--- config.mk ---
export PLATFORM = sky130hd
export DESIGN_NAME = ppdc_regs
export DESIGN_NICKNAME = d
export VERILOG_FILES = /design/src/core/ppdc_pkg.sv /design/src/core/ppdc_regs.sv /design/src/core/ppdc_mask_reg.sv /design/src/core/ppdc_apb_slave.sv
export SDC_FILE = /design/constraint.sdc
export NUM_CORES = 1
export LEC_CHECK = 0
export BUFFER_PORTS_ARGS = -buffer_cell sky130_fd_sc_hd__buf_2
export CORE_AREA = 2 2 253 255
export CTS_CLUSTER_DIAMETER = 100
export DETAILED_ROUTE_END_ITERATION = 8
export DIE_AREA = 0 0 255 257
export PLACE_DENSITY_LB_ADDON = 0.1
export SLEW_MARGIN = 20
export SYNTH_ARGS = -nofsm -noshare
export SYNTH_HDL_FRONTEND = slang
export SYNTH_SLANG_ARGS = --single-unit
--- constraint.sdc ---
create_clock -name clk_sys -period 6.2 [get_ports clk_sys]
set_clock_uncertainty 0.15 [all_clocks]
set_input_delay 0.93 -clock clk_sys [delete_from_list [all_inputs] [get_ports clk_sys]]
set_output_delay 0.93 -clock clk_sys [all_outputs]
set_load 0.05 [all_outputs]
--- src/core/ppdc_pkg.sv ---
// Purpose: Shared constants and types for the pad pull and drive config bank
// Assumes: APB slave on a 12-bit local byte address, 32-bit data
// Notes:   Each register has a 16-bit field and a write-only mask half
package ppdc_pkg;

  localparam int PPDC_NUM_REGS = 13;
  localparam int PPDC_NUM_PULL = 10;
  localparam int PPDC_NUM_DRIVE = 3;
  localparam int PPDC_PINS = 8;
  localparam int PPDC_FIELD_W = 16;
  localparam int PPDC_DATA_W = 32;
  localparam int PPDC_ADDR_W = 12;
  localparam int PPDC_MASK_LSB = 16;
  localparam int PPDC_LEGS = 3;

  // Byte offsets of the bank
  localparam logic [11:0] PPDC_OFF_PULL_P1A = 12'h110;
  localparam logic [11:0] PPDC_OFF_PULL_P1B = 12'h114;
  localparam logic [11:0] PPDC_OFF_PULL_P1C = 12'h118;
  localparam logic [11:0] PPDC_OFF_PULL_P1D = 12'h11C;
  localparam logic [11:0] PPDC_OFF_PULL_P2A = 12'h120;
  localparam logic [11:0] PPDC_OFF_PULL_P2B = 12'h124;
  localparam logic [11:0] PPDC_OFF_PULL_P2C = 12'h128;
  localparam logic [11:0] PPDC_OFF_PULL_P2D = 12'h12C;
  localparam logic [11:0] PPDC_OFF_PULL_P3A = 12'h130;
  localparam logic [11:0] PPDC_OFF_PULL_P3B = 12'h134;
  localparam logic [11:0] PPDC_OFF_PULL_P3C = 12'h138;
  localparam logic [11:0] PPDC_OFF_DRV_P0A = 12'h200;
  localparam logic [11:0] PPDC_OFF_DRV_P0D = 12'h20C;
  localparam logic [11:0] PPDC_OFF_DRV_P1A = 12'h210;

  // Field reset values
  localparam logic [15:0] PPDC_RST_PULL_P1A = 16'hA555;
  localparam logic [15:0] PPDC_RST_PULL_P1B = 16'h56A5;
  localparam logic [15:0] PPDC_RST_PULL_P1C = 16'h9A65;
  localparam logic [15:0] PPDC_RST_PULL_P1D = 16'hAAAA;
  localparam logic [15:0] PPDC_RST_PULL_P2A = 16'h9556;
  localparam logic [15:0] PPDC_RST_PULL_P2B = 16'h959A;
  localparam logic [15:0] PPDC_RST_PULL_P2C = 16'h5565;
  localparam logic [15:0] PPDC_RST_PULL_P2D = 16'h55A5;
  localparam logic [15:0] PPDC_RST_PULL_P3A = 16'h55A5;
  localparam logic [15:0] PPDC_RST_PULL_P3B = 16'h5AAA;
  localparam logic [15:0] PPDC_RST_PULL_P3C = 16'h6555;
  localparam logic [15:0] PPDC_RST_DRV_P0A = 16'h8011;
  localparam logic [15:0] PPDC_RST_DRV_P0D = 16'h005A;
  localparam logic [15:0] PPDC_RST_DRV_P1A = 16'hAAAA;

  // Index 0..9 pull banks, 10..12 drive banks; P1A sits outside the run
  localparam logic [11:0] PPDC_OFFSETS [PPDC_NUM_REGS] = '{
    PPDC_OFF_PULL_P1B, PPDC_OFF_PULL_P1C, PPDC_OFF_PULL_P1D,
    PPDC_OFF_PULL_P2A, PPDC_OFF_PULL_P2B, PPDC_OFF_PULL_P2C,
    PPDC_OFF_PULL_P2D, PPDC_OFF_PULL_P3A, PPDC_OFF_PULL_P3B,
    PPDC_OFF_PULL_P3C, PPDC_OFF_DRV_P0A, PPDC_OFF_DRV_P0D,
    PPDC_OFF_DRV_P1A};
  localparam logic [15:0] PPDC_RESETS [PPDC_NUM_REGS] = '{
    PPDC_RST_PULL_P1B, PPDC_RST_PULL_P1C, PPDC_RST_PULL_P1D,
    PPDC_RST_PULL_P2A, PPDC_RST_PULL_P2B, PPDC_RST_PULL_P2C,
    PPDC_RST_PULL_P2D, PPDC_RST_PULL_P3A, PPDC_RST_PULL_P3B,
    PPDC_RST_PULL_P3C, PPDC_RST_DRV_P0A, PPDC_RST_DRV_P0D,
    PPDC_RST_DRV_P1A};

  localparam logic [15:0] PPDC_ZERO_HALF = 16'h0000;
  localparam logic [2:0] PPDC_LEGS_NONE = 3'h0;
  localparam logic [2:0] PPDC_LEGS_ONE = 3'h1;
  localparam logic [2:0] PPDC_LEGS_TWO = 3'h3;
  localparam logic [2:0] PPDC_LEGS_ALL = 3'h7;

  typedef enum logic [1:0] {
    PPDC_PULL_NONE = 2'h0,
    PPDC_PULL_UP = 2'h1,
    PPDC_PULL_DOWN = 2'h2,
    PPDC_PULL_KEEP = 2'h3
  } ppdc_pull_type;

  typedef enum logic [1:0] {
    PPDC_DRV_2MA = 2'h0,
    PPDC_DRV_4MA = 2'h1,
    PPDC_DRV_8MA = 2'h2,
    PPDC_DRV_12MA = 2'h3
  } ppdc_drive_type;

  typedef enum logic [1:0] {
    PPDC_APB_IDLE = 2'b01,
    PPDC_APB_ACK = 2'b10
  } ppdc_apb_state_type;

  typedef logic [PPDC_PINS-1:0][1:0] ppdc_bank_type;

  typedef struct packed {
    logic psel;
    logic penable;
    logic pwrite;
    logic [PPDC_ADDR_W-1:0] paddr;
    logic [PPDC_DATA_W-1:0] pwdata;
  } ppdc_apb_req_type;

  typedef struct packed {
    logic pready;
    logic pslverr;
    logic [PPDC_DATA_W-1:0] prdata;
  } ppdc_apb_rsp_type;

  typedef struct packed {
    ppdc_bank_type [PPDC_NUM_PULL-1:0] pull;
    ppdc_bank_type [PPDC_NUM_DRIVE-1:0] drive;
  } ppdc_pad_type;

endpackage

--- src/core/ppdc_regs.sv ---
// Purpose: Pad pull-resistor and drive-strength configuration bank
// Assumes: APB master on clk_sys; paddr is the local byte offset
// Notes:   Decoded pad controls are registered, one cycle after the field
//
// Operation
// [RULE1] A write changes stored bit n only where written bit n+16 is one.
// [RULE2] A zero mask bit keeps its stored field bit unchanged.
// [RULE3] Pull fields: two bits per pin, none, pull-up, pull-down, keeper.
// [RULE4] Drive fields: two bits per pin, 2, 4, 8 or 12 mA.
// [RULE5] Reset pull fields port1 B, C, D: 56A5, 9A65, AAAA.
// [RULE6] Reset pull fields port2 A, B, C: 9556, 959A, 5565.
// [RULE7] Reset port2 D and port3 A 55A5; port3 B 5AAA, C 6555.
// [RULE8] Reset drive fields 8011, 005A, AAAA for port0 A, D, port1 A.
// [RULE9] Pull registers from 0x110 upward; drive registers from 0x200.
// [RULE10] Mask half is write-only, resets to zero, never stored.
// [RULE11] Port1 bank A pull register at 0x110, reset A555.
// [RULE12] Pin n uses field bits 2n+1 down to 2n.
// [RULE13] Reads return zero upper half and the stored field below.
`timescale 1ns/10ps
`default_nettype none
module ppdc_regs
  import ppdc_pkg::*;
(
  input wire logic clk_sys,
  input wire logic srst,
  input wire ppdc_apb_req_type apb_req,
  output ppdc_apb_rsp_type apb_rsp,
  output ppdc_pad_type pad_cfg,
  output ppdc_bank_type pull_p1a,
  output logic [PPDC_NUM_PULL:0][PPDC_PINS-1:0] pull_up_en,
  output logic [PPDC_NUM_PULL:0][PPDC_PINS-1:0] pull_down_en,
  output logic [PPDC_NUM_PULL:0][PPDC_PINS-1:0] keeper_en,
  output logic [PPDC_NUM_DRIVE-1:0][PPDC_PINS-1:0][PPDC_LEGS-1:0] drive_legs
);

  // Field storage, one word per register
  logic [PPDC_FIELD_W-1:0] field [PPDC_NUM_REGS];
  logic [PPDC_FIELD_W-1:0] field_p1a;

  // Decode results
  logic [PPDC_NUM_REGS-1:0] hit_vec;
  logic hit_p1a;
  logic addr_hit;
  logic [PPDC_FIELD_W-1:0] rd_field;
  logic wr_commit;

  // Decoded pad controls
  logic [PPDC_NUM_PULL:0][PPDC_PINS-1:0] pull_up_nxt;
  logic [PPDC_NUM_PULL:0][PPDC_PINS-1:0] pull_down_nxt;
  logic [PPDC_NUM_PULL:0][PPDC_PINS-1:0] keeper_nxt;
  logic [PPDC_NUM_DRIVE-1:0][PPDC_PINS-1:0][PPDC_LEGS-1:0] legs_nxt;
  logic [PPDC_NUM_PULL:0][PPDC_PINS-1:0] pull_up_r;
  logic [PPDC_NUM_PULL:0][PPDC_PINS-1:0] pull_down_r;
  logic [PPDC_NUM_PULL:0][PPDC_PINS-1:0] keeper_r;
  logic [PPDC_NUM_DRIVE-1:0][PPDC_PINS-1:0][PPDC_LEGS-1:0] legs_r;

  // Bank views for decoding; entry 0 of the pull view is port1 bank A
  ppdc_bank_type [PPDC_NUM_PULL:0] pull_view;
  ppdc_bank_type [PPDC_NUM_DRIVE-1:0] drive_view;

  // Address decode, full 12-bit compare so misaligned offsets miss
  always_comb begin
    hit_vec = '0;
    for (int i = 0; i < PPDC_NUM_REGS; i++) begin
      // [RULE9] fixed word offsets
      hit_vec[i] = (apb_req.paddr == PPDC_OFFSETS[i]);
    end
  end

  // [RULE11] separate offset for port1 bank A
  assign hit_p1a = (apb_req.paddr == PPDC_OFF_PULL_P1A);
  assign addr_hit = hit_p1a | (|hit_vec);

  // Read mux; an AND-OR tree keeps the path shallow across 14 words
  always_comb begin
    rd_field = hit_p1a ? field_p1a : PPDC_ZERO_HALF;
    for (int i = 0; i < PPDC_NUM_REGS; i++) begin
      if (hit_vec[i]) begin
        // [RULE13] stored field returned
        rd_field = rd_field | field[i];
      end
    end
  end

  // Bus handshake and response flops
  ppdc_apb_slave u_apb (
    .clk_sys(clk_sys),
    .srst(srst),
    .apb_req(apb_req),
    .addr_hit(addr_hit),
    .rd_field(rd_field),
    .apb_rsp_r(apb_rsp),
    .wr_commit(wr_commit)
  );

  // [RULE11] port1 bank A field with its own reset
  ppdc_mask_reg #(
    .RESET_VAL(PPDC_RST_PULL_P1A)
  ) u_pull_p1a (
    .clk_sys(clk_sys),
    .srst(srst),
    .wr_en(wr_commit & hit_p1a),
    .wdata(apb_req.pwdata),
    .field_r(field_p1a)
  );

  // One masked field per remaining register; the mask itself is never held
  for (genvar g = 0; g < PPDC_NUM_REGS; g++) begin : g_field
    // [RULE5] [RULE6] [RULE7] [RULE8] per-register reset
    // [RULE10] mask not stored
    ppdc_mask_reg #(
      .RESET_VAL(PPDC_RESETS[g])
    ) u_field (
      .clk_sys(clk_sys),
      .srst(srst),
      .wr_en(wr_commit & hit_vec[g]),
      .wdata(apb_req.pwdata),
      .field_r(field[g])
    );
  end

  // Fields straight into the bank views, no extra delay
  always_comb begin
    pull_view[0] = field_p1a;
    for (int b = 0; b < PPDC_NUM_PULL; b++) begin
      pull_view[b+1] = field[b];
    end
    for (int d = 0; d < PPDC_NUM_DRIVE; d++) begin
      drive_view[d] = field[PPDC_NUM_PULL+d];
    end
  end

  assign pull_p1a = pull_view[0];

  // Raw field outputs in bank order, port1 bank B first
  always_comb begin
    pad_cfg = '0;
    for (int b = 0; b < PPDC_NUM_PULL; b++) begin
      pad_cfg.pull[b] = pull_view[b+1];
    end
    pad_cfg.drive = drive_view;
  end

  // Pull decode per pin; keeper is exclusive of the resistors
  always_comb begin
    pull_up_nxt = '0;
    pull_down_nxt = '0;
    keeper_nxt = '0;
    for (int b = 0; b <= PPDC_NUM_PULL; b++) begin
      for (int p = 0; p < PPDC_PINS; p++) begin
        // [RULE12] pin pair select
        // [RULE3] pull code decode
        case (ppdc_pull_type'(pull_view[b][p]))
          PPDC_PULL_NONE: begin
            pull_up_nxt[b][p] = 1'b0;
          end
          PPDC_PULL_UP: begin
            pull_up_nxt[b][p] = 1'b1;
          end
          PPDC_PULL_DOWN: begin
            pull_down_nxt[b][p] = 1'b1;
          end
          PPDC_PULL_KEEP: begin
            keeper_nxt[b][p] = 1'b1;
          end
          default: begin
            pull_up_nxt[b][p] = 1'b0;
          end
        endcase
      end
    end
  end

  // Drive decode: base leg gives 2 mA, extra legs add up to 12 mA
  always_comb begin
    legs_nxt = '0;
    for (int d = 0; d < PPDC_NUM_DRIVE; d++) begin
      for (int p = 0; p < PPDC_PINS; p++) begin
        // [RULE12] pin pair select
        // [RULE4] drive code decode
        case (ppdc_drive_type'(drive_view[d][p]))
          PPDC_DRV_2MA: begin
            legs_nxt[d][p] = PPDC_LEGS_NONE;
          end
          PPDC_DRV_4MA: begin
            legs_nxt[d][p] = PPDC_LEGS_ONE;
          end
          PPDC_DRV_8MA: begin
            legs_nxt[d][p] = PPDC_LEGS_TWO;
          end
          PPDC_DRV_12MA: begin
            legs_nxt[d][p] = PPDC_LEGS_ALL;
          end
          default: begin
            legs_nxt[d][p] = PPDC_LEGS_NONE;
          end
        endcase
      end
    end
  end

  // Registered pad enables; reset drives them all off until fields settle
  always_ff @(posedge clk_sys) begin
    if (srst) begin
      pull_up_r <= '0;
      pull_down_r <= '0;
      keeper_r <= '0;
      legs_r <= '0;
    end else begin
      pull_up_r <= pull_up_nxt;
      pull_down_r <= pull_down_nxt;
      keeper_r <= keeper_nxt;
      legs_r <= legs_nxt;
    end
  end

  assign pull_up_en = pull_up_r;
  assign pull_down_en = pull_down_r;
  assign keeper_en = keeper_r;
  assign drive_legs = legs_r;

endmodule
`default_nettype wire

--- src/core/ppdc_mask_reg.sv ---
// Purpose: One 16-bit config field with a per-bit write mask
// Assumes: Mask lives in the upper half of the written word
// Notes:   The mask is never stored
`timescale 1ns/10ps
`default_nettype none
module ppdc_mask_reg
  import ppdc_pkg::*;
#(
  parameter logic [15:0] RESET_VAL = 16'h0000
) (
  input wire logic clk_sys,
  input wire logic srst,
  input wire logic wr_en,
  input wire logic [PPDC_DATA_W-1:0] wdata,
  output logic [PPDC_FIELD_W-1:0] field_r
);

  logic [PPDC_FIELD_W-1:0] field_nxt;
  logic [PPDC_FIELD_W-1:0] mask;

  // Merge masked data into the held field
  always_comb begin
    mask = wdata[PPDC_DATA_W-1:PPDC_MASK_LSB];
    field_nxt = field_r;
    if (wr_en) begin
      // [RULE1] [RULE2] masked bit update
      field_nxt = (field_r & ~mask) | (wdata[PPDC_FIELD_W-1:0] & mask);
    end
  end

  // Register only
  always_ff @(posedge clk_sys) begin
    if (srst) begin
      field_r <= RESET_VAL;
    end else begin
      field_r <= field_nxt;
    end
  end

endmodule
`default_nettype wire

--- src/core/ppdc_apb_slave.sv ---
// Purpose: APB handshake for the config bank, one wait state per access
// Assumes: Master follows APB setup and access phases
// Notes:   Writes commit on the completing edge only
`timescale 1ns/10ps
`default_nettype none
module ppdc_apb_slave
  import ppdc_pkg::*;
(
  input wire logic clk_sys,
  input wire logic srst,
  input wire ppdc_apb_req_type apb_req,
  input wire logic addr_hit,
  input wire logic [PPDC_FIELD_W-1:0] rd_field,
  output ppdc_apb_rsp_type apb_rsp_r,
  output logic wr_commit
);

  ppdc_apb_state_type state_r;
  ppdc_apb_state_type state_nxt;
  ppdc_apb_rsp_type rsp_nxt;
  logic access;

  assign access = apb_req.psel & apb_req.penable;

  // Write lands only when the master sees pready high
  assign wr_commit = (state_r == PPDC_APB_ACK) & access & apb_req.pwrite
    & ~apb_rsp_r.pslverr;

  // Next state and response
  always_comb begin
    state_nxt = state_r;
    rsp_nxt = '0;
    case (state_r)
      PPDC_APB_IDLE: begin
        if (access) begin
          state_nxt = PPDC_APB_ACK;
          rsp_nxt.pready = 1'b1;
          rsp_nxt.pslverr = ~addr_hit;
          if (addr_hit && !apb_req.pwrite) begin
            // [RULE13] mask half reads zero
            rsp_nxt.prdata = {PPDC_ZERO_HALF, rd_field};
          end
        end
      end
      PPDC_APB_ACK: begin
        state_nxt = PPDC_APB_IDLE;
      end
      default: begin
        state_nxt = PPDC_APB_IDLE;
      end
    endcase
  end

  // Register only
  always_ff @(posedge clk_sys) begin
    if (srst) begin
      state_r <= PPDC_APB_IDLE;
      apb_rsp_r <= '0;
    end else begin
      state_r <= state_nxt;
      apb_rsp_r <= rsp_nxt;
    end
  end

endmodule
`default_nettype wire

Word-level counts from Yosys, hierarchy flattened
Cells that the tools add are included.
{ "classes": {"eq_ne": 352, "mux": 304, "bitwise_logic": 67, "n_reduce_logical": 30} }
{ "ops": {"columns": ["operator", "n"], "rows": [
  ["$eq 2x2->1 const B", 225],
  ["$or 16x16->16", 27],
  ["$pmux 3 s4", 24],
  ["$mux 1", 264],
  ["$and 16x16->16", 15],
  ["$mux 16", 15],
  ["$eq 2x1->1 const B", 113],
  ["$eq 12x9->1 const B", 11],
  ["$logic_not 2->1", 24],
  ["$eq 12x10->1 const B", 3],
  ["$mux 34", 1],
  ["$and 1x1->1", 18],
  ["$not 16->16", 1],
  ["$reduce_or 13->1", 1],
  ["$not 1->1", 5],
  ["$reduce_or 4->1", 1],
  ["$reduce_or 3->1", 1],
  ["$reduce_or 2->1", 1],
  ["$logic_and 1x1->1", 1],
  ["$logic_not 1->1", 1],
  ["$or 1x1->1", 1]
]} }
{ "word_totals": {"regBits": 596, "input_bits": 49, "output_inout_bits": 594} }

Logic depth before layout (Yosys ltp)
Gate-level depths: netlist of the first run.
{ "logic_depth": {"word_depth": 30, "mapped_depth": 9, "depth_no_buf": 5} }

By module
From an unflattened synthesis of the first run, not the netlist that was laid out.
{ "unflattened": {"cells_unflattened": 1974, "area_unflattened_um2": 21515.6} }
{ "modules_own_cells": {"columns": ["mod", "instances", "cells_each", "area_each_um2"], "rows": [
  ["ppdc_regs", 1, 1044, 11685.0],
  ["ppdc_mask_reg at g_field[0].u_field ...", 12, 60, 643.1],
  ["ppdc_apb_slave", 1, 81, 807.0],
  ["ppdc_mask_reg at g_field[10].u_field", 1, 65, 654.4],
  ["ppdc_mask_reg at g_field[11].u_field", 1, 64, 651.9]
]} }

Worst setup path before layout of the first run
OpenSTA, ideal clock, no wires.
{ "synth_path": {"path_type": "input port to flip-flop", "from": "input apb_req[32] (netlist bit)", "to": "register with a tool-made name", "setup_time_ns": 0.122, "t_arrival_ns": 2.670, "t_required_ns": 5.928, "slack_ns": 3.258, "path_stages": 9, "cell_sequence": "buf_2 -> or4b_1 -> buf_2 -> nor3_4 -> and2_1 -> buf_4 -> buf_6 -> a21boi_1 -> a311o_1"} }
{ "synth_lines": {"columns": ["item", "line_no", "text"], "rows": [
  ["start, declared", "ppdc_regs.sv:26", "input wire ppdc_apb_req_type apb_req,"]
]} }

==> impl_summary.md, run 1 <==
Power and ir drop
For this design the static power due to leakage is between 0.01 and 0.015 uW. Dividing total power by cell area gives a power density of 304 nW/um^2. The maximum VDD drop is around 0.16 mV.

Logic synthesis
The number of standard cells after synthesis is 2123. The synthesized area is 21800 sq um. The register bit count reported by yosys is 580. The average instance in the mapped netlist occupies approximately 10 sq um.

The number of flops mapped to enable cells by yosys is 0. The post-synthesis async set-or-reset flop share is 0%. The number of different library cells used by synthesis comes to just under 70. The number of warning messages in the yosys log is 0. Sequential elements use 53.4% of the synthesized area.

The most used flip-flop cell after synthesis is sky130_fd_sc_hd__dfxtp_1.

Drt
For this run, the detailed router's first-pass iteration total came to 6. The routed wire length is approximately 96000 um. After detailed routing, the average wire length per cell comes to 26.9 um. The number of routed nets with antenna violations is 0. In the routed layout, each cell is associated on average with a via count of approximately 5.4.

The via count is 19000. After detailed routing, the number of remaining DRC violations is 0. The detailed router finished its first iteration with between 1500 and 2000 violations.

Setup path
At the worst endpoint, the arrival time is approximately 4 ns. The worst setup path is of the in2reg kind. The launching element type of the critical path is an input pin. Along the worst path, the maximum fanout reaches 29. The endpoint required time on the critical path is 6.54 ns.

STA classifies the critical path endpoint as a flip-flop.

Timing
Of the available clock period, the critical path in the final layout requires 59.6%. Setup violations remaining at the end of the flow were counted as 0. At the pin with the least slew margin, the transition time is 1.10 ns.

The max-slew violation count is 0. The final total negative setup slack is 0 ns. The highest attainable clock frequency is 271 MHz. The smallest clock period supported by the final layout is computed as 3.69 ns. The total count of hold-check failures in the final report came to 0. The relative slew slack is between 20% and 30%. Setup repair after global routing left no endpoint under its margin.

Place
The congestion estimate from routability-driven global placement came to 0.959. The count of buffers added on input and output ports is between 600 and 700. The post-placement cell count is 3430. The HPWL reported at the end of detailed placement is 67600 um.

Cells and area
The finished layout holds 3553 standard cells, fillers aside. The fill cell total of the finished layout is 6133. Compared with the post-synthesis result, the final layout area differs by 27.0%. The number of nets in the layout is 2701. The area occupied by multi-input gates is slightly above 9000 sq um. The total area of sequential cells is 11600 sq um. Cells with a size suffix above 1 make up 29.6% of the layout.

Floorplanning
During I/O placement, the number of pins put on the boundary was around 640. The placement row count is 92. The die covers 65500 sq um. The vertical die dimension is between 200 and 300 um. Measured along the x axis, the die boundary spans about 260 um. The floorplan step defined a core boundary enclosing 62700 sq um.

The initial core utilization is 34.7%.

Global route
The first global-routing pass estimated 135000 um of wire. The number of antenna violations at the first check in global routing is 8. The met1 routing resource usage after global routing is a little over a third. The met3 layer usage reported by global route is 5.88%. The number of global-route vias before repair is 18100. The total congestion overflow after global routing is 0.

The met2 usage is 46.6%. The most utilized layer in the global route result is met2. Entering global routing, the biggest net connects around 260 pins.

Global routing used between 20% and 30% of the available tracks across all layers.

Clock network
The number of H-tree branching levels is 3. The CTS root buffer is sky130_fd_sc_hd__clkbuf_16. No sink is reached through more buffers than the 3 on the longest clock path. The post-cts gate resize count is 0.

Buffers added to address setup during post-CTS repair amount to 0. The later pin in the worst-skew pair is clocked with a latency of 0.61 ns. The total CTS buffers is 66. The clock transition at the register clock pins on the worst setup and hold paths after CTS is 0.06 ns.

The TritonCTS clock tree is yes. Counting every sink on the clock net gives 580. The number of hold buffers added after CTS was 0.

Job
The number of max-cap violations is 0.

Status
The flow ran to the end, and the final reports show no timing, DRC or antenna violations.

Min path
The type of the most critical hold path is reg2reg.
cells by family (layout without fill, tap and decap cells):
family	count (synthesis)	in the layout	synth area share, %
and+or+nand+nor	923	923	25.2
DFF	580	580	53.4
buffers and inverters	211	772	4.46
muxes	210	210	10.1
AOI/OAI and AO/OA	198	198	6.84
other	1	24	0.0172
path summary, 6_finish.rpt:
check | depth (start not counted) | slack (ns) | from | to
min reg2reg | 1 | 0.36 | flip-flop | pull_down_en[0]
max | 8 | 2.51 | apb_req[34] | flip-flop
min | 1 | 0.36 | flip-flop | pull_down_en[0]
max reg2reg | 5 | 3.16 | u_apb.apb_rsp_r[32] | flip-flop
final cells by class:
class                      instances  share of cell area (%)
antenna                            8                  0.0724
clock buffer                      91                    6.95
clock inverter                    24                    1.21
inverter                           3                  0.0407
multi-input combinational       1347                    33.7
sequential                       580                    42.0
tap                              846                    3.83
timing repair buffer             654                    12.2
cell usage after synthesis, types with 7 or more instances:
cell type | number | area, sq um
sky130_fd_sc_hd__o2bb2ai_1 | 7 | 61.3
sky130_fd_sc_hd__buf_4 | 19 | 143
sky130_fd_sc_hd__a311o_1 | 17 | 170
sky130_fd_sc_hd__a22oi_1 | 27 | 203
sky130_fd_sc_hd__buf_2 | 31 | 155
sky130_fd_sc_hd__nand2b_1 | 64 | 400
sky130_fd_sc_hd__a21boi_0 | 16 | 120
sky130_fd_sc_hd__nor2b_1 | 28 | 175
sky130_fd_sc_hd__clkbuf_1 | 137 | 514
sky130_fd_sc_hd__and2_1 | 28 | 175
sky130_fd_sc_hd__nor2_1 | 166 | 623
sky130_fd_sc_hd__a31oi_1 | 12 | 75.1
sky130_fd_sc_hd__nand2_1 | 66 | 248
sky130_fd_sc_hd__nor4_1 | 8 | 50.1
sky130_fd_sc_hd__mux2i_1 | 192 | 1920
sky130_fd_sc_hd__nor3_1 | 15 | 75.1
sky130_fd_sc_hd__nand3_1 | 199 | 996
sky130_fd_sc_hd__a221oi_1 | 7 | 61.3
sky130_fd_sc_hd__mux4_2 | 7 | 158
sky130_fd_sc_hd__and3b_1 | 89 | 780
sky130_fd_sc_hd__mux2_2 | 11 | 124
sky130_fd_sc_hd__a211o_1 | 23 | 201
sky130_fd_sc_hd__a22o_1 | 15 | 131
sky130_fd_sc_hd__dfxtp_1 | 580 | 11600
sky130_fd_sc_hd__buf_6 | 9 | 101
sky130_fd_sc_hd__buf_1 | 11 | 41.3
sky130_fd_sc_hd__nand4_1 | 20 | 125
sky130_fd_sc_hd__nor3b_1 | 176 | 1320
sky130_fd_sc_hd__a21oi_1 | 37 | 185
sky130_fd_sc_hd__and3_1 | 29 | 181
sky130_fd_sc_hd__o21ai_0 | 11 | 55.1
layout by cell type, fill, tap and decap left out, types with 17 or more instances in the layout:
cell	count
sky130_fd_sc_hd__and3_1	29
sky130_fd_sc_hd__nand3_1	199
sky130_fd_sc_hd__nor2b_1	28
sky130_fd_sc_hd__and2_1	28
sky130_fd_sc_hd__a21oi_1	37
sky130_fd_sc_hd__nand2_1	66
sky130_fd_sc_hd__a22oi_1	27
sky130_fd_sc_hd__clkbuf_16	69
sky130_fd_sc_hd__nand4_1	20
sky130_fd_sc_hd__buf_2	625
sky130_fd_sc_hd__a211o_1	23
sky130_fd_sc_hd__dfxtp_1	580
sky130_fd_sc_hd__nand2b_1	64
sky130_fd_sc_hd__nor2_1	163
sky130_fd_sc_hd__nor3b_1	176
sky130_fd_sc_hd__buf_4	26
sky130_fd_sc_hd__a311o_1	17
sky130_fd_sc_hd__mux2i_1	192
sky130_fd_sc_hd__and3b_1	89
per-stage QoR:
step / total power (uW) / hold WS (ns) / setup WS, ns / cell area, sq um / util [%]
floorplan: 4210 / 0.447 / 3.26 / 21800 / -
global placement: 4380 / 0.358 / 2.08 / 25400 / 40.4
detailed placement: 4380 / 0.359 / 1.97 / 25400 / 40.4
CTS: 8470 / 0.367 / 2.61 / 27600 / 44.0
global route: 8640 / 0.409 / 2.34 / 27600 / 44.0
finish: 8390 / 0.364 / 2.51 / 27600 / 44.1
worst max-delay path, stage by stage:
cell	delay [ns]
sky130_fd_sc_hd__buf_2	0.41
sky130_fd_sc_hd__buf_4	0.53
sky130_fd_sc_hd__nor4bb_4	0.31
sky130_fd_sc_hd__buf_4	0.22
sky130_fd_sc_hd__and2_1	0.51
sky130_fd_sc_hd__and3_1	0.57
sky130_fd_sc_hd__a21boi_0	0.19
sky130_fd_sc_hd__a311o_1	0.35
routing by layer:
metal,vias up,part of all wire (%)
li1,8546,-
met1,9498,42
met2,845,48
met3,146,7.3
met4,4,3.1
met5,-,0.022
power by group:
part / leakage (uW) / internal, uW / switching, uW
combinational: 0.00703 / 101 / 427
clock: 0.00111 / 2500 / 1590
sequential: 0.00472 / 3770 / 9.35
No activity file was read; power rests on OpenSTA's default activity.
==> run 2: changes to the inputs <==
==> constraint.sdc (replaced) <==
create_clock -name clk_sys -period 3.3 [get_ports clk_sys]
set_clock_uncertainty 0.15 [all_clocks]
set_input_delay 0.495 -clock clk_sys [delete_from_list [all_inputs] [get_ports clk_sys]]
set_output_delay 0.495 -clock clk_sys [all_outputs]
set_load 0.05 [all_outputs]
==> run 2 against run 1 <==
Largest power group unchanged. Die area unchanged. Cell area grew 0.67%. Global-route usage about the same. Non-clock buffer count up 27. Register-to-register slack got worse by 2.2 ns. Highest routed layer unchanged. Critical path depth down 3. Hold slack lost 0.25 ns. Combinational power is 89% higher.
==> impl_summary.md, run 2 (synthesis gave the netlist of run 1 again) <==
Place
The number of I/O port buffers is 626. The final weighted congestion in routability-driven placement is 0.993. The cell area after placement is 25600 sq um. The HPWL reported at the end of detailed placement is 67700 um. Prior to clock tree synthesis, the placed netlist has a worst setup slack of roughly 0.41 ns.

Timing
Setup repair after global routing left no endpoint under its margin. The final total negative setup slack is 0 ns. The final hold slack is 0.110 ns. The clock period could shrink to 2.37 ns. The setup violation total in the final timing report is 0. Static timing analysis puts the maximum clock frequency at around 420 MHz. At the pin with the least slew margin, the transition time is ~0.91 ns. The relative slew slack is about two fifths.

The max-slew violation count is 0. The total count of hold-check failures in the final report is 0. The post-route worst setup slack is 0.927 ns. In the finished design, the share of the clock period the worst path needs comes to 71.9%.

Setup path
The signal on the critical path passes through nand4bb_1, nor2_4, and2_1, a21boi_1, a311o_1. The critical path's slowest cell is sky130_fd_sc_hd__and2_1. The number of cells on the worst reg-to-reg path is 5. The delay of the slowest critical-path stage is 0.61 ns. The startpoint of the most critical register-to-register path is u_apb.apb_rsp_r[32]. The endpoint required time on the critical path is 3.65 ns. The critical path arrival is 2.72 ns. The type of element capturing the critical path is a flip-flop. The worst setup slack for register-to-register paths is 0.93 ns. The path type of the worst setup path is reg2reg. Of all nets on the critical path, the largest fanout is 18. STA classifies the critical path startpoint as a flip-flop.

Cells and area
In the layout the commonest cells are sky130_fd_sc_hd__buf_2 (625), sky130_fd_sc_hd__dfxtp_1 (580), sky130_fd_sc_hd__nand3_1 (199). The final instance area is 27800 sq um. The share of post-route cells with drive strength above 1 is 30.0%. Relative to the synthesized area, the layout overhead comes to 27.9%. The total area of sequential cells is 11600 sq um. Fill cells in the final layout number approximately 6100.

The utilization of the core after routing is between 40 and 50%. The commonest non-fill, non-tap cell in the layout is sky130_fd_sc_hd__buf_2. At the end of the flow, the number of nets in the layout was between 2000 and 3000. The area occupied by multi-input gates is between 9000 and 10000 sq um.

Clock network
The maximum number of buffers from clock root to sink is 3. The tree is rooted in a sky130_fd_sc_hd__clkbuf_16. The clock latency at the later pin of the worst-skew pair is 0.61 ns. The post-CTS repair timing setup buffer count is 0. The cts-stage hold buffer count is 0. Once the clock tree was built, the resizer swapped 0 gates to a different size. TritonCTS built the clock tree. The clock sink count is 580. The number of H-tree branching levels is 3. After clock tree synthesis, the clock-pin slew on the worst setup and hold paths is 0.06 ns. The total CTS buffers is 67.

Power and ir drop
The leakage power total is 0.0130 uW. The power density relative to cell area is 561 nW/um^2. The maximum VDD drop is 0.315 mV.

Global route
The number of global-route vias before repair is between 15000 and 20000. Global routing used 28.3% of the available tracks. The maximum number of pins on one net before global-route repair is roughly 210. The number of antenna violations at the first check in global routing is 10.

The global-route wire length before repair is 135000 um. The total congestion overflow after global routing is 0.

Floorplanning
The die is 255 um wide. Once the floorplan was initialized, standard cells occupied 34.7% of the core. In this run the count of I/O pins placed on the die edge is between 600 and 700. The area of the core is 62700 sq um. After floorplanning, the core was divided into roughly 90 placement rows. The vertical die dimension is 257 um.

The die covers 65500 sq um.

Drt
The per-cell routed wire length is around 27 um. Using the TritonRoute via totals, the vias-per-cell ratio works out to 5.31. The number of detailed-routing iterations run before antenna repair is 6. The number of routed nets with antenna violations is 0.

The detailed router's first-iteration violation count is 1687. The via count is 19000. The DRC violations left is 0. Summed over all layers, the routed wires come to 95500 um.

Min path
The min-delay analysis places its worst path in the category in2reg. The count of cells along the worst hold path is 2. In this run the most critical hold path is launched from srst.

Status
The flow ran to the end, and the final reports show no timing, DRC or antenna violations.

Job
The number of max-cap violations is 0.
[run 2: cell types whose count changed in the layout (fill, tap and decap cells not counted), moves of 2 or more]
cell,before,now
sky130_fd_sc_hd__clkbuf_8,11,9
sky130_fd_sc_hd__buf_4,26,50
sky130_fd_sc_hd__clkbuf_1,11,20
sky130_fd_sc_hd__diode_2,8,6
sky130_fd_sc_hd__bufinv_16,8,5
sky130_fd_sc_hd__clkbuf_16,69,71
sky130_fd_sc_hd__buf_12,2,5
[run 2: worst max-delay path: cells and delay by family, from the launching register on]
kind,cells,cell delay (ns)
flops,1,0.31
compound gates,2,0.48
simple gates,3,1.32
[run 2: metrics by stage]
stage	cells	power, uW
after floorplan	2138	7900
after global placement	3457	8240
after global routing	3580	16100
after detailed placement	3457	8240
after CTS	3576	15800
final	3582	15600
[run 2: how the worst max path moves through the flow]
stage,endpoint,from,slack [ns]
after floorplan,flip-flop,apb_req[32],0.79
after global placement,flip-flop,apb_req[35],0.44
after detailed placement,u_apb.apb_rsp_r[11],apb_req[35],0.41
after CTS,flip-flop,u_apb.apb_rsp_r[32],0.99
after global routing,flip-flop,u_apb.apb_rsp_r[32],0.85
final,flip-flop,u_apb.apb_rsp_r[32],0.93
[run 2: final cells by class]
type / count / share of cell area, %
Antenna cell: 6 / 0.0540
Clock buffer: 100 / 7.10
Clock inverter: 19 / 0.836
Inverter: 3 / 0.0405
Multi-Input combinational cell: 1347 / 33.4
Sequential cell: 580 / 41.7
Tap cell: 846 / 3.80
Timing Repair Buffer: 681 / 13.0
[run 2: power breakdown]
group / internal (uW) / switching, uW
clock network: 4530 / 2980
registers: 7080 / 18.4
logic: 199 / 803
[run 2: layer usage]
| metal | wire [um] | vias to the layer above | global-route usage (%) |
|---|---|---|---|
| met4 | 3310 | 10 | 10.8 |
| met2 | 45900 | 848 | 46.9 |
| met3 | 6870 | 167 | 6.15 |
| li1 | - | 8603 | - |
| met1 | 39400 | 9394 | 35.7 |
| met5 | 56 | - | 0 |
==> run 3: changes to the inputs <==
--- a/config.mk
+++ b/config.mk
@@ -6,10 +6,10 @@
 export NUM_CORES = 1
 export LEC_CHECK = 0
 export BUFFER_PORTS_ARGS = -buffer_cell sky130_fd_sc_hd__buf_2
-export CORE_AREA = 2 2 253 255
+export CORE_AREA = 2 2 248 250
 export CTS_CLUSTER_DIAMETER = 100
 export DETAILED_ROUTE_END_ITERATION = 8
-export DIE_AREA = 0 0 255 257
+export DIE_AREA = 0 0 250 252
 export PLACE_DENSITY_LB_ADDON = 0.1
 export SLEW_MARGIN = 20
 export SYNTH_ARGS = -nofsm -noshare
==> constraint.sdc (replaced) <==
create_clock -name clk_sys -period 2.28 [get_ports clk_sys]
set_clock_uncertainty 0.15 [all_clocks]
set_input_delay 0.342 -clock clk_sys [delete_from_list [all_inputs] [get_ports clk_sys]]
set_output_delay 0.342 -clock clk_sys [all_outputs]
set_load 0.05 [all_outputs]
==> run 3 against run 2 <==
Count of clock-buffer cells in the layout decreased by 4. Critical path type is now in2reg. Sequential share of layout area is 2.4 points lower. Largest power group unchanged. Global-route usage is 0.74 points higher. Highest routed layer unchanged.
==> impl_summary.md, run 3 (synthesis gave the netlist of run 1 again) <==
Global route
In this run the most used layer during global routing was met2. Global routing consumed, over all layers together, 29.0% of the routing resources. The met1 routing resource usage after global routing is 36.6%. The met2 usage is 48.8%. The number of antenna violations at the first check in global routing is 13. For this run, global-route usage on met3 was measured as 6.05%. The first global-routing pass estimated 134000 um of wire. The number of global-route vias before repair is 19100.

Entering global routing, the biggest net connects 124 pins. Summed over all layers, the global routing overflow is 0.

Cells and area
The commonest non-fill, non-tap cell in the layout is sky130_fd_sc_hd__buf_2. Summing all multi-input logic gate instances after layout gives about 9300 sq um. The fill cell total of the finished layout is roughly 5800. Compared with the post-synthesis result, the final layout area differs by 35.7%. In the final layout, flip-flops and latches occupy 11600 sq um. The number of standard cells in the final layout excluding fillers is 3721. Leaving out fill and tap cells, the most frequent cells in the layout are sky130_fd_sc_hd__buf_2 (625), sky130_fd_sc_hd__dfxtp_1 (580), sky130_fd_sc_hd__buf_4 (237). The number of nets in the layout is between 2000 and 3000. Cells with a size suffix above 1 make up a little over a third of the layout.

Setup path
The worst setup slack for register-to-register paths is 0.12 ns. The path type of the worst setup path is in2reg. The startpoint of the most critical register-to-register path is u_apb.apb_rsp_r[32].

The critical path starts at apb_req[34]. Counting cells, the worst reg-to-reg path comes to 6. STA classifies the critical path endpoint as a flip-flop. The endpoint of the worst setup timing path is u_apb.apb_rsp_r[12]. The highest fanout seen on the critical path is 8.

The endpoint required time on the critical path is 2.57 ns. The critical path arrival is 2.48 ns. The launching element type of the critical path is an input pin.

Timing
The smallest clock period supported by the final layout is computed as between 2 and 2.5 ns. The total count of hold-check failures in the final report is 0. The relative slew slack is between 30% and 40%.

The worst-margin pin slew is around 0.96 ns. In the final timing run, aggregate negative setup slack is 0 ns. The highest attainable clock frequency is 457 MHz. Setup slack on the critical path of the routed design comes to 0.0936 ns. Setup violations remaining at the end of the flow were counted as 0.

Setup repair after global routing left no endpoint under its margin. The max-slew violation count is 0. Of the available clock period, the critical path in the final layout requires 95.9%.

Power and ir drop
The fraction of power spent switching nets is 24.5%. IR analysis of the VDD net gives a maximum drop of roughly 0.57 mV. The net switching component of the power is 5440 uW. The fraction of power consumed by combinational cells is 7.0%. Internal power comes to about 17000 uW.

The share of power burned in the clock network is 46.7%. Dividing total power by cell area gives a power density of ~750 nW/um^2. The sequential group share of total power is 46.3%. For this design the static power due to leakage is 0.0141 uW.

Clock network
Counting every sink on the clock net gives 580. TritonCTS built the clock tree. Clock-pin slew was measured on the worst setup and hold paths at around 0.06 ns. The number of setup buffers added after CTS is 0.

Clock latency on the worst-skew pair, taken at its later pin, is 0.61 ns. The number of H-tree branching levels is 3. The total CTS buffers is 66. The clock passes through at most 3 buffers.

The CTS root buffer is sky130_fd_sc_hd__clkbuf_16.

Place
The final weighted congestion in routability-driven placement is 0.977. The worst slack at placement is -0.473 ns. The HPWL reported at the end of detailed placement is 69400 um. The number of I/O port buffers is about 630. The post-placement cell count is 3603.

Job
Max-cap violations in this run came to 0.

Floorplanning
The area of the core is 60100 sq um. Once the floorplan was initialized, standard cells occupied a little over a third of the core. The vertical die dimension is 252 um. The die area is around 63000 sq um. The floorplan has 90 rows. Measured along the x axis, the die boundary spans roughly 250 um. The I/O pin count is 643.

Drt
The via count is 20000. After detailed routing, the number of vias per cell comes to 5.37. The number of detailed-routing iterations run before antenna repair is 7. The number of routed nets with antenna violations is 0. After detailed routing, the total wire length is 95100 um.

In the routed design, unresolved DRC markers number 0. In the final routed layout, each cell accounts on average for 25.6 um. The detailed router finished its first iteration with 1679 violations.

Min path
In this run the worst hold path is classified as in2reg.

Status
The run finished with clean final reports.
[run 3: metal layers]
layer  routed length [um]  share of wire [%]  vias to the layer above
met5                   94              0.099                        -
met4                 3270                3.4                       18
met3                 6770                7.1                      189
met2                45600                 48                      825
met1                39300                 41                     9916
li1                     -                  -                     9019
[run 3: worst max-delay path, stage by stage]
cell and delay (ns):
sky130_fd_sc_hd__buf_2 0.15, sky130_fd_sc_hd__buf_4 0.16, sky130_fd_sc_hd__nor4b_2 0.17, sky130_fd_sc_hd__buf_4 0.16, sky130_fd_sc_hd__buf_4 0.18, sky130_fd_sc_hd__a22oi_1 0.23
sky130_fd_sc_hd__nor2_1 0.10, sky130_fd_sc_hd__a2111oi_1 0.83, sky130_fd_sc_hd__a31oi_1 0.15
[run 3: timing repair]
action                                 in CTS  in global routing
setup endpoints to repair                   0                  1
hold buffers                                1                  0
endpoints found under the hold margin       2                  0
gates resized for setup                     0                  1
[run 3: worst min-delay path by stage]
| stage | start | end | slack [ns] | cells after the start |
|---|---|---|---|---|
| detailed placement | flip-flop | pull_down_en[31] | 0.36 | 1 |
| global route | apb_req[14] | flip-flop | 0.06 | 3 |
| CTS | apb_req[14] | flip-flop | 0.03 | 3 |
| floorplan | apb_req[0] | flip-flop | 0.32 | 2 |
| finish | apb_req[14] | flip-flop | 0.06 | 3 |
| global placement | flip-flop | pull_down_en[31] | 0.35 | 1 |
[run 3: layout make-up]
| type | count | area share (%) |
|---|---|---|
| diodes | 5 | 0.0424 |
| multi-input cells | 1347 | 31.6 |
| clock inverters | 16 | 0.500 |
| flip-flops and latches | 580 | 39.3 |
| inverters | 3 | 0.0381 |
| repair buffers | 892 | 18.6 |
| clock buffers | 96 | 6.60 |
| well taps | 782 | 3.31 |
[run 3: power by group through the flow]
stage	clock network, uW	logic (uW)	registers, uW
floorplan	0	553	10900
global placement	0	1540	10500
detailed placement	0	1540	10500
CTS	10600	1550	10300
global route	11000	1610	10300
finish	10400	1560	10300
[run 3: per-stage QoR]
stage	hold slack, ns	utilization, %	total power (uW)	area, sq um
after floorplan	0.321	-	11400	21900
after global placement	0.349	45.6	12000	27400
after detailed placement	0.358	45.6	12000	27400
after CTS	0.0317	49.1	22400	29500
after global routing	0.0643	49.1	22900	29500
final	0.0604	49.1	22200	29500
